[src/hw/stream_read_pkg.sv]
// Package with register map, field positions, timing constants and carrier types for the stream read block.
package stream_read_pkg;

  // APB register byte offsets.
  localparam logic [7:0] OFS_FEATURE = 8'h00;
  localparam logic [7:0] OFS_SECCOUNT = 8'h04;
  localparam logic [7:0] OFS_LBA_LO = 8'h08;
  localparam logic [7:0] OFS_LBA_HI = 8'h0c;
  localparam logic [7:0] OFS_DEVICE = 8'h10;
  localparam logic [7:0] OFS_COMMAND = 8'h14;
  localparam logic [7:0] OFS_STATUS = 8'h18;
  localparam logic [7:0] OFS_ERROR = 8'h1c;
  localparam logic [7:0] OFS_TIME_UNIT = 8'h20;
  localparam logic [7:0] OFS_INT_STATUS = 8'h24;
  localparam logic [7:0] OFS_INT_CLEAR = 8'h28;
  localparam logic [7:0] OFS_INT_ENABLE = 8'h2c;
  localparam logic [7:0] OFS_REMAIN = 8'h30;
  localparam logic [7:0] OFS_DEF_LIMIT = 8'h40;
  localparam logic [7:0] OFS_DEF_LIMIT_END = 8'h5c;

  localparam logic [7:0] OPC_READ_STREAM_DMA = 8'h2a;

  // Current feature byte fields.
  localparam int FEAT_RC_BIT = 6;
  localparam int SID_W = 3;
  localparam int NUM_STREAMS = 8;

  // Status byte positions.
  localparam int ST_BSY = 7;
  localparam int ST_RDY = 6;
  localparam int ST_SE = 5;
  localparam int ST_DWE = 4;
  localparam int ST_DRQ = 3;
  localparam int ST_ERR = 0;

  // Error byte positions.
  localparam int ER_ICRC = 7;
  localparam int ER_UNC = 6;
  localparam int ER_IDNF = 4;
  localparam int ER_ABRT = 2;
  localparam int ER_CCTO = 0;

  // Interrupt status positions.
  localparam int INT_DONE = 0;
  localparam int INT_STREAM_ERR = 1;
  localparam int INT_W = 2;

  localparam logic [16:0] MAX_SECTORS = 17'h10000;
  localparam int COUNT_W = 17;
  localparam int LBA_W = 48;
  localparam int LIMIT_W = 40;

  // One limit unit is a microsecond; the prescaler counts mclk periods into it.
  localparam int MCLK_PERIOD_NS = 40;
  localparam int US_NS = 1000;
  localparam int CYC_PER_US = (US_NS + MCLK_PERIOD_NS - 1) / MCLK_PERIOD_NS;
  localparam logic [4:0] US_LAST = 5'(CYC_PER_US - 1);

  typedef enum logic [1:0] {SEQ_IDLE, SEQ_ISSUE, SEQ_WAIT} seq_state_t;

  typedef struct packed {
    logic icrc;
    logic unc;
    logic idnf;
    logic abrt;
  } sector_err_t;

  typedef struct packed {
    logic [LBA_W-1:0] lba;
    logic [SID_W-1:0] stream;
  } sector_req_t;

endpackage

[src/hw/cmd_time_limit.sv]
// Completion time limit counter in microseconds with an expiry flag.
`timescale 1ns/10ps
module cmd_time_limit (
  input wire logic mclk,
  input wire logic rst,
  input wire logic start,
  input wire logic stop,
  input wire logic [stream_read_pkg::LIMIT_W-1:0] limit_us,
  output logic expired_q
);
  logic [4:0] pre_q;
  logic [stream_read_pkg::LIMIT_W-1:0] left_q;
  logic run_q;

  // A zero limit means no limit, so the counter is never armed for it.
  always_ff @(posedge mclk)
  begin
    // The opcode write lands while the idle stop is still high, so start has to win over it.
    if (rst || (stop && !start))
    begin
      run_q <= 1'b0;
      pre_q <= 5'h00;
      left_q <= '0;
      expired_q <= 1'b0;
    end
    else if (start)
    begin
      run_q <= (limit_us != '0);
      pre_q <= 5'h00;
      left_q <= limit_us;
      expired_q <= 1'b0;
    end
    else if (run_q)
    begin
      if (pre_q == stream_read_pkg::US_LAST)
      begin
        pre_q <= 5'h00;
        if (left_q == stream_read_pkg::LIMIT_W'(1))
        begin
          expired_q <= 1'b1;
          run_q <= 1'b0;
        end
        left_q <= left_q - stream_read_pkg::LIMIT_W'(1);
      end
      else
      begin
        pre_q <= pre_q + 5'h01;
      end
    end
  end
endmodule

[src/hw/read_stream_dma_command.sv]
// Streaming DMA read command interpreter with APB taskfile, status, error log and interrupt.
//
// Notes on behaviour
// - Writing opcode 2Ah to the command register starts a streaming DMA read.
// - The device moves the number of sectors in the 16-bit sector count, from one to 65536.
// - A sector count of zero asks for 65536 sectors.
// - With the continuous-read bit clear the command runs in normal streaming mode and stops on an error.
// - With continuous-read set the full length is delivered unless the completion time limit expires first, and ERR is never set.
// - With continuous-read set SE goes to one whenever transferred data had errors.
// - With continuous-read set read or transfer errors never end the command early.
// - After errors in continuous-read mode ending status is BSY 0, SE 1, ERR 0 with the error type logged.
// - In continuous-read mode an expired completion time limit stops the command with SE 1, ERR 0 and CCTO logged.
// - With continuous-read set the device tries to move the full length before the completion time limit elapses.
// - Status holds BSY 7, RDY 6, SE 5, DWE 4, DRQ 3, ERR 0, with BSY and DWE zero at completion.
// - Bit 6 of the current feature byte selects continuous-read mode.
// - The low three bits of the current feature byte pick the stream identifier.
// - The limit is previous feature byte times the identify time unit in microseconds, zero using the stream default.
//
// The implementer's own choices: the register addresses and register access over APB.
`timescale 1ns/10ps
module read_stream_dma_command (
  input wire logic mclk,
  input wire logic rst,
  input wire logic psel,
  input wire logic penable,
  input wire logic pwrite,
  input wire logic [7:0] paddr,
  input wire logic [31:0] pwdata,
  output logic [31:0] prdata_q,
  output logic pready_q,
  output logic pslverr_q,
  output logic sec_req_q,
  output stream_read_pkg::sector_req_t sec_cmd_q,
  input wire logic sec_done,
  input wire stream_read_pkg::sector_err_t sec_err,
  output logic irq_q
);
  logic [7:0] feat_cur_q;
  logic [7:0] feat_prev_q;
  logic [15:0] count_q;
  logic [stream_read_pkg::LBA_W-1:0] lba_q;
  logic [7:0] device_q;
  logic [31:0] time_unit_q;
  logic [7:0] def_limit_q [stream_read_pkg::NUM_STREAMS];
  logic [stream_read_pkg::INT_W-1:0] int_stat_q;
  logic [stream_read_pkg::INT_W-1:0] int_stat_d;
  logic [stream_read_pkg::INT_W-1:0] int_en_q;

  stream_read_pkg::seq_state_t state_q;
  logic busy_q;
  logic rdy_q;
  logic se_q;
  logic err_q;
  logic [7:0] errlog_q;
  logic rc_q;
  logic [stream_read_pkg::COUNT_W-1:0] remain_q;
  logic [stream_read_pkg::LBA_W-1:0] cur_lba_q;
  logic [stream_read_pkg::SID_W-1:0] sid_q;
  logic done_q;

  logic wr_en;
  logic rd_phase;
  logic cmd_wr;
  logic start;
  logic bad_cmd;
  logic expired;
  logic stop_seq;
  logic [7:0] status_byte;
  logic [7:0] limit_byte;
  logic [stream_read_pkg::LIMIT_W-1:0] limit_us;
  logic [31:0] rd_data;
  logic rd_miss;
  logic sec_bad;
  logic [7:0] sec_bits;

  // One wait state lets read data and the answer come from flip-flops.
  assign rd_phase = psel && penable && !pready_q;
  assign wr_en = psel && penable && pready_q && pwrite;
  assign cmd_wr = wr_en && (paddr == stream_read_pkg::OFS_COMMAND);
  // A command written while busy is ignored; only the opcode write starts work.
  assign start = cmd_wr && !busy_q && (pwdata[7:0] == stream_read_pkg::OPC_READ_STREAM_DMA);
  assign bad_cmd = cmd_wr && !busy_q && (pwdata[7:0] != stream_read_pkg::OPC_READ_STREAM_DMA);

  assign sec_bad = sec_err.icrc || sec_err.unc || sec_err.idnf || sec_err.abrt;

  always_comb
  begin
    sec_bits = 8'h00;
    sec_bits[stream_read_pkg::ER_ICRC] = sec_err.icrc;
    sec_bits[stream_read_pkg::ER_UNC] = sec_err.unc;
    sec_bits[stream_read_pkg::ER_IDNF] = sec_err.idnf;
    sec_bits[stream_read_pkg::ER_ABRT] = sec_err.abrt;
  end

  // The limit is only enforced when continuous-read is on; normal mode ends on its own errors.
  assign stop_seq = busy_q && rc_q && expired;

  always_comb
  begin
    // A zero previous feature byte falls back to the stream default; a zero default disables the limit.
    limit_byte = (feat_prev_q != 8'h00) ? feat_prev_q : def_limit_q[feat_cur_q[stream_read_pkg::SID_W-1:0]];
    limit_us = stream_read_pkg::LIMIT_W'(limit_byte) * stream_read_pkg::LIMIT_W'(time_unit_q);
  end

  cmd_time_limit u_limit (
    .mclk(mclk),
    .rst(rst),
    .start(start),
    .stop(!busy_q),
    .limit_us(limit_us),
    .expired_q(expired)
  );

  always_comb
  begin
    status_byte = 8'h00;
    status_byte[stream_read_pkg::ST_BSY] = busy_q;
    status_byte[stream_read_pkg::ST_RDY] = rdy_q;
    status_byte[stream_read_pkg::ST_SE] = se_q;
    status_byte[stream_read_pkg::ST_DWE] = 1'b0;
    status_byte[stream_read_pkg::ST_DRQ] = busy_q;
    status_byte[stream_read_pkg::ST_ERR] = err_q;
  end

  // Taskfile and configuration registers.
  always_ff @(posedge mclk)
  begin
    if (rst)
    begin
      feat_cur_q <= 8'h00;
      feat_prev_q <= 8'h00;
      count_q <= 16'h0000;
      lba_q <= '0;
      device_q <= 8'h00;
      time_unit_q <= 32'h00000000;
      int_en_q <= '0;
      for (int i = 0; i < stream_read_pkg::NUM_STREAMS; i++)
      begin
        def_limit_q[i] <= 8'h00;
      end
    end
    else if (wr_en && !busy_q)
    begin
      case (paddr)
        stream_read_pkg::OFS_FEATURE:
        begin
          feat_cur_q <= pwdata[7:0];
          feat_prev_q <= pwdata[15:8];
        end
        stream_read_pkg::OFS_SECCOUNT: count_q <= pwdata[15:0];
        stream_read_pkg::OFS_LBA_LO: lba_q[31:0] <= pwdata;
        stream_read_pkg::OFS_LBA_HI: lba_q[47:32] <= pwdata[15:0];
        stream_read_pkg::OFS_DEVICE: device_q <= pwdata[7:0];
        stream_read_pkg::OFS_TIME_UNIT: time_unit_q <= pwdata;
        stream_read_pkg::OFS_INT_ENABLE: int_en_q <= pwdata[stream_read_pkg::INT_W-1:0];
        default:
        begin
          if (paddr >= stream_read_pkg::OFS_DEF_LIMIT && paddr <= stream_read_pkg::OFS_DEF_LIMIT_END
              && paddr[1:0] == 2'h0)
          begin
            def_limit_q[paddr[4:2]] <= pwdata[7:0];
          end
        end
      endcase
    end
    else if (wr_en && paddr == stream_read_pkg::OFS_INT_ENABLE)
    begin
      int_en_q <= pwdata[stream_read_pkg::INT_W-1:0];
    end
  end

  // Sector sequencer: one DMA sector request at a time until the count is used up.
  always_ff @(posedge mclk)
  begin
    if (rst)
    begin
      state_q <= stream_read_pkg::SEQ_IDLE;
      busy_q <= 1'b0;
      rdy_q <= 1'b1;
      se_q <= 1'b0;
      err_q <= 1'b0;
      errlog_q <= 8'h00;
      rc_q <= 1'b0;
      remain_q <= '0;
      cur_lba_q <= '0;
      sid_q <= '0;
      sec_req_q <= 1'b0;
      sec_cmd_q <= '0;
      done_q <= 1'b0;
    end
    else
    begin
      sec_req_q <= 1'b0;
      done_q <= 1'b0;
      if (bad_cmd)
      begin
        err_q <= 1'b1;
        se_q <= 1'b0;
        errlog_q <= 8'h00;
        errlog_q[stream_read_pkg::ER_ABRT] <= 1'b1;
        done_q <= 1'b1;
      end
      else if (start)
      begin
        busy_q <= 1'b1;
        se_q <= 1'b0;
        err_q <= 1'b0;
        errlog_q <= 8'h00;
        rc_q <= feat_cur_q[stream_read_pkg::FEAT_RC_BIT];
        sid_q <= feat_cur_q[stream_read_pkg::SID_W-1:0];
        // A zero count widens to the full 65536 sectors.
        remain_q <= (count_q == 16'h0000) ? stream_read_pkg::MAX_SECTORS : {1'b0, count_q};
        cur_lba_q <= lba_q;
        state_q <= stream_read_pkg::SEQ_ISSUE;
      end
      else if (stop_seq)
      begin
        // Ending on the limit keeps ERR clear and flags the stream error.
        busy_q <= 1'b0;
        se_q <= 1'b1;
        err_q <= 1'b0;
        errlog_q[stream_read_pkg::ER_CCTO] <= 1'b1;
        done_q <= 1'b1;
        state_q <= stream_read_pkg::SEQ_IDLE;
      end
      else
      begin
        case (state_q)
          stream_read_pkg::SEQ_IDLE:
          begin
            busy_q <= 1'b0;
          end
          stream_read_pkg::SEQ_ISSUE:
          begin
            sec_req_q <= 1'b1;
            sec_cmd_q.lba <= cur_lba_q;
            sec_cmd_q.stream <= sid_q;
            state_q <= stream_read_pkg::SEQ_WAIT;
          end
          stream_read_pkg::SEQ_WAIT:
          begin
            if (sec_done)
            begin
              if (sec_bad && !rc_q)
              begin
                // Normal mode terminates at the failing sector.
                busy_q <= 1'b0;
                err_q <= 1'b1;
                errlog_q <= sec_bits;
                done_q <= 1'b1;
                state_q <= stream_read_pkg::SEQ_IDLE;
              end
              else
              begin
                if (sec_bad)
                begin
                  se_q <= 1'b1;
                  errlog_q <= errlog_q | sec_bits;
                end
                // Continuous mode keeps going, so the full length is attempted.
                remain_q <= remain_q - stream_read_pkg::COUNT_W'(1);
                cur_lba_q <= cur_lba_q + stream_read_pkg::LBA_W'(1);
                if (remain_q == stream_read_pkg::COUNT_W'(1))
                begin
                  busy_q <= 1'b0;
                  done_q <= 1'b1;
                  state_q <= stream_read_pkg::SEQ_IDLE;
                end
                else
                begin
                  state_q <= stream_read_pkg::SEQ_ISSUE;
                end
              end
            end
          end
          default:
          begin
            state_q <= stream_read_pkg::SEQ_IDLE;
          end
        endcase
      end
    end
  end

  // Sticky interrupt status; an event in the clearing cycle survives the clear.
  always_comb
  begin
    int_stat_d = int_stat_q;
    if (wr_en && paddr == stream_read_pkg::OFS_INT_CLEAR)
    begin
      int_stat_d = int_stat_d & ~pwdata[stream_read_pkg::INT_W-1:0];
    end
    if (done_q)
    begin
      int_stat_d[stream_read_pkg::INT_DONE] = 1'b1;
      int_stat_d[stream_read_pkg::INT_STREAM_ERR] = int_stat_q[stream_read_pkg::INT_STREAM_ERR] | se_q;
    end
  end

  always_ff @(posedge mclk)
  begin
    if (rst)
    begin
      int_stat_q <= '0;
      irq_q <= 1'b0;
    end
    else
    begin
      int_stat_q <= int_stat_d;
      irq_q <= |(int_stat_d & int_en_q);
    end
  end

  // Read multiplexer and unmapped-address detection.
  always_comb
  begin
    rd_data = 32'h00000000;
    rd_miss = 1'b0;
    case (paddr)
      stream_read_pkg::OFS_FEATURE: rd_data = {16'h0000, feat_prev_q, feat_cur_q};
      stream_read_pkg::OFS_SECCOUNT: rd_data = {16'h0000, count_q};
      stream_read_pkg::OFS_LBA_LO: rd_data = lba_q[31:0];
      stream_read_pkg::OFS_LBA_HI: rd_data = {16'h0000, lba_q[47:32]};
      stream_read_pkg::OFS_DEVICE: rd_data = {24'h000000, device_q};
      stream_read_pkg::OFS_COMMAND: rd_data = 32'h00000000;
      stream_read_pkg::OFS_STATUS: rd_data = {24'h000000, status_byte};
      stream_read_pkg::OFS_ERROR: rd_data = {24'h000000, errlog_q};
      stream_read_pkg::OFS_TIME_UNIT: rd_data = time_unit_q;
      stream_read_pkg::OFS_INT_STATUS: rd_data = {30'h00000000, int_stat_q};
      stream_read_pkg::OFS_INT_CLEAR: rd_data = 32'h00000000;
      stream_read_pkg::OFS_INT_ENABLE: rd_data = {30'h00000000, int_en_q};
      stream_read_pkg::OFS_REMAIN: rd_data = {15'h0000, remain_q};
      default:
      begin
        if (paddr >= stream_read_pkg::OFS_DEF_LIMIT && paddr <= stream_read_pkg::OFS_DEF_LIMIT_END
            && paddr[1:0] == 2'h0)
        begin
          rd_data = {24'h000000, def_limit_q[paddr[4:2]]};
        end
        else
        begin
          rd_miss = 1'b1;
        end
      end
    endcase
    if (paddr[1:0] != 2'h0)
    begin
      rd_miss = 1'b1;
      rd_data = 32'h00000000;
    end
  end

  always_ff @(posedge mclk)
  begin
    if (rst)
    begin
      pready_q <= 1'b0;
      pslverr_q <= 1'b0;
      prdata_q <= 32'h00000000;
    end
    else if (rd_phase)
    begin
      pready_q <= 1'b1;
      pslverr_q <= rd_miss;
      prdata_q <= pwrite ? 32'h00000000 : rd_data;
    end
    else
    begin
      pready_q <= 1'b0;
      pslverr_q <= 1'b0;
      prdata_q <= 32'h00000000;
    end
  end
endmodule

[config.mk]
export PLATFORM = sky130hd
export DESIGN_NAME = read_stream_dma_command
export DESIGN_NICKNAME = d
export VERILOG_FILES = /design/src/hw/stream_read_pkg.sv /design/src/hw/cmd_time_limit.sv /design/src/hw/read_stream_dma_command.sv
export SDC_FILE = /design/constraint.sdc
export NUM_CORES = 2
export LEC_CHECK = 0
export BUFFER_PORTS_ARGS = -buffer_cell sky130_fd_sc_hd__buf_4
export CORE_UTILIZATION = 38
export CTS_CLUSTER_SIZE = 40
export DETAILED_ROUTE_END_ITERATION = 8
export GPL_TIMING_DRIVEN = 1
export PLACE_DENSITY = 0.67
export SYNTH_ARGS = -nofsm -noshare
export SYNTH_HDL_FRONTEND = slang
export SYNTH_SLANG_ARGS = --single-unit
[constraint.sdc]
create_clock -name mclk -period 7.45 [get_ports mclk]
set_clock_uncertainty 0.1 [all_clocks]
set_input_delay 0.3725 -clock mclk [delete_from_list [all_inputs] [get_ports mclk]]
set_output_delay 0.3725 -clock mclk [all_outputs]
set_load 0.1 [all_outputs]
==> results.md <==
- CP arrival: between 7 and 8 ns
- Max-slew violations: 0
- Area grow syn2layout: 16.9%
- Final worst slack: about 0.063 ns
- Most common cell in the netlist: nand2_1
- Worst-skew pair later-pin latency: approximately 0.6 ns
- Initial antenna violation count: 3
- Power consumption: 0.00485 W
- Worst r2r dst: u_limit.run_q
- Post-Syn Area: 26,900 um^2
- TritonCTS Buffers: 45
- Placed cell count: approximately 4,100
- Netlist cell types: 76
- Detail Route Antenna Nets: 0
- Top post-synthesis cells by area: dfxtp_1, fa_1, nand2_1
- Worst EP required: 7.81 ns
- Synth Instances: about 3,200
- Dpl cell area: 29,000 um^2
- Clk sinks: around 410
- Max rail drop VDD: ~0.00017 V
- CTS tree: done
- Number of fillers in the final layout: between 6,000 and 7,000
- Cell Rows: between 90 and 100
- Vias in the first global route: 22,200
- Maximum root-to-sink buffer count: 3
- Crit-path max FO: 16
- Max Cap Viol: 0
- Vias/cell: roughly 5.5
- Pin count of the biggest net entering global routing: around 100
- Placer Congestion: 0.902
- Worst Setup End Kind: flip-flop
- Remaining DRCs: 0
- Fin cells: around 4,300
- Die area: just over 70,000 um^2
- Port Buffers: ~140
- Final setup vio count: 0
- Die W: 268 um
- Post-Synth Adder-Cell Area: between 10% and 20%
- First-pass DRT Iterations: 6
- Yosys top cell area share: between 20% and 30%
- Setup crit start kind: flip-flop
- Hpwl dp: ~57,000 um
- Mean Syn Cell Area: between 8 and 9 um^2
- Fin crit period: between 7 and 8 ns
- Syn. warnings: 0
- Via Count: approximately 23,000
- Synthesized-area fraction occupied by and/or/nand/nor cells: a little under a quarter
- Aggregate routed wire length: ~81,000 um
- FF-to-FF path depth: 26
- Compound-Gate Fraction of Synth Area: roughly 14%
- Pre-CTS setup slack: around 0.023 ns
- Fin crit share: roughly 100%
- Seq/Total Area, Yosys: between 30% and 40%
- Largest family of logic cells by synthesized area: simple AND/OR/NAND/NOR gates
- Hold Fails Final Rpt: 0
- Final Instance Area: 31,500 um^2
- Setup slack, reg-to-reg: 0.06 ns
- # H-tree levels: 2
- Ys async rst share: 0%
- Die Span Y: ~270 um
- Area leader, netlist: dfxtp_1
- Hold Crit Depth: 3
- CTS clock-pin slew for the worst setup and hold paths: around 0.07 ns
- Utilization after layout: about 45%
- Clock root buffer: clkbuf_16
- Top FF cell, synth: dfxtp_1
- Seq cells post-synth: 406
- Crit Path Category: flip-flop to flip-flop
- Total Routing Usage GR: roughly 22%
- Share of post-route cells with drive strength above 1: about an eighth
- LEAKAGE: around 12 nW
- Post-Synth XOR/XNOR Area: under 10%
- Nets: 3,587
- Core area: about 70,000 um^2
- DR WL/cell: 18.9 um
- Number of DRC markers in iteration 0: between 2,000 and 2,500
- Max_slew headroom: ~18%
- Crit path to: u_limit.run_q
- Pwr dens: roughly 150 nW/um^2
- EDFF count, synth: 64
- Multiplexer share of the synthesized area: between 4 and 5%
- Tightest Pin Transition: roughly 1.2 ns
- Initial core utilization: 38.4%
- # IOs: approximately 140
- Max Freq: roughly 140 MHz
- Hold Path Class: input pin to flip-flop
- List of most frequent post-synthesis cells: nand2_1, dfxtp_1, a21oi_1, inv_1, nor2_1
- Total gr overflow: 0
- Net Count, Synth: ~3,500
- Status: finished, final reports clean
- Global-route wire length before repair: 124,000 um
-- cells in the final DEF, fill, tap and decap left out, drive strengths merged, types with 20 or more instances in the layout --
cell type and instances:
nand2 541, dfxtp 342, a21oi 325, inv 228, buf 219, nor2 207, fa 180, nor2b 176
and2 99, o21ai 94, nor3 69, clkbuf 69, nand3 67, ha 67, edfxtp 64, a211oi 52
nand2b 42, a22oi 42, xnor2 42, mux4 36, xor2 35, dlygate4sd3 27, nand4 23, nor4 23
mux2 20
-- power by group --
part	switching, W	internal, W	total [W]
combinational	0.000117	0.0000697	0.000186
sequential	0.00000681	0.00223	0.00224
clock	0.00101	0.00142	0.00242
total	0.00113	0.00372	0.00485
-- per-layer routing --
metal | vias to the layer above | share of wire [%] | GRT usage (%)
met3 | 164 | 6.9 | 3.18
met1 | 11200 | 42 | 29.1
met4 | 4 | 3.4 | 7.09
li1 | 11000 | - | -
met5 | - | 0.034 | 0
met2 | 907 | 48 | 35.8
-- kinds of logic (layout without fill, tap and decap cells) --
| kind of cell | Yosys count | count (layout) |
|---|---|---|
| AND/OR/NAND/NOR | 1329 | 1329 |
| AO/OA/AOI/OAI | 636 | 636 |
| buffers and inverters | 430 | 558 |
| flip-flops | 406 | 406 |
| adder cells (fa/ha/maj) | 247 | 247 |
| XOR/XNOR | 77 | 77 |
| multiplexers | 73 | 73 |
| other | 0 | 1 |
-- critical path, stage by stage, from the launching register on --
cell and delay [ns]:
dfxtp_2 0.35, buf_12 0.13, buf_6 0.15, buf_4 0.12, mux4_2 0.47, mux2_2 0.32
a21oi_4 0.20, buf_12 0.18, nor2b_1 0.07, fa_1 0.48, fa_1 0.52, fa_1 0.54
inv_1 0.06, fa_1 0.57, inv_1 0.06, ha_2 0.38, nand2_1 0.08, o211ai_1 0.30
nand4_1 0.18, a21oi_2 0.25, nor3_2 0.10, o311a_1 0.38, a221oi_2 0.27, nand4b_1 0.13
or4_1 0.50, and4bb_1 0.25, a31oi_1 0.08
-- repair_timing --
action	in CTS	in global routing
setup buffers	0	20
endpoints found under the setup margin	0	2
resized for setup	0	51
hold buffers	27	0
endpoints found under the hold margin	75	0
-- sequential cells by signal (all words and copies together) (netlist names), 3 cells and up, named ones only --
signal,flops
count_q,16
cur_lba_q,48
def_limit_q,64
device_q,8
errlog_q,6
feat_cur_q,8
feat_prev_q,8
lba_q,48
prdata_q,32
remain_q,17
sec_cmd_q,51
sid_q,3
time_unit_q,32
u_limit.left_q,40
u_limit.pre_q,5
-- metrics by stage --
stage	hold slack [ns]	TNS [ns]
6_report	0.0345	0
5_1_grt	0.0263	-0.105
4_1_cts	0.00915	0
3_5_place_dp	0.347	0
3_3_place_gp	0.340	0
2_1_floorplan	0.310	0
-- worst min path at each step --
stage,slack [ns],endpoint,startpoint
finish,0.03,feat_cur_q[6],pwdata[6]
global placement,0.34,feat_cur_q[7],feat_cur_q[7]
global route,0.03,count_q[6],pwdata[6]
floorplan,0.31,errlog_q[1],errlog_q[1]
detailed placement,0.35,sid_q[1],sid_q[1]
CTS,0.009,lba_q[2],pwdata[2]
-- layout make-up --
type / instances / area [um^2] / share of cell area (%)
diodes: 1 / 2.50 / 0.00795
clock buffers: 63 / 1310 / 4.15
clock inverters: 20 / 299 / 0.950
inverters: 223 / 837 / 2.66
multi-input cells: 2362 / 16900 / 53.7
flip-flops and latches: 406 / 8770 / 27.9
well taps: 940 / 1180 / 3.74
repair buffers: 252 / 2190 / 6.95
No activity file was read; power rests on OpenSTA's default activity.
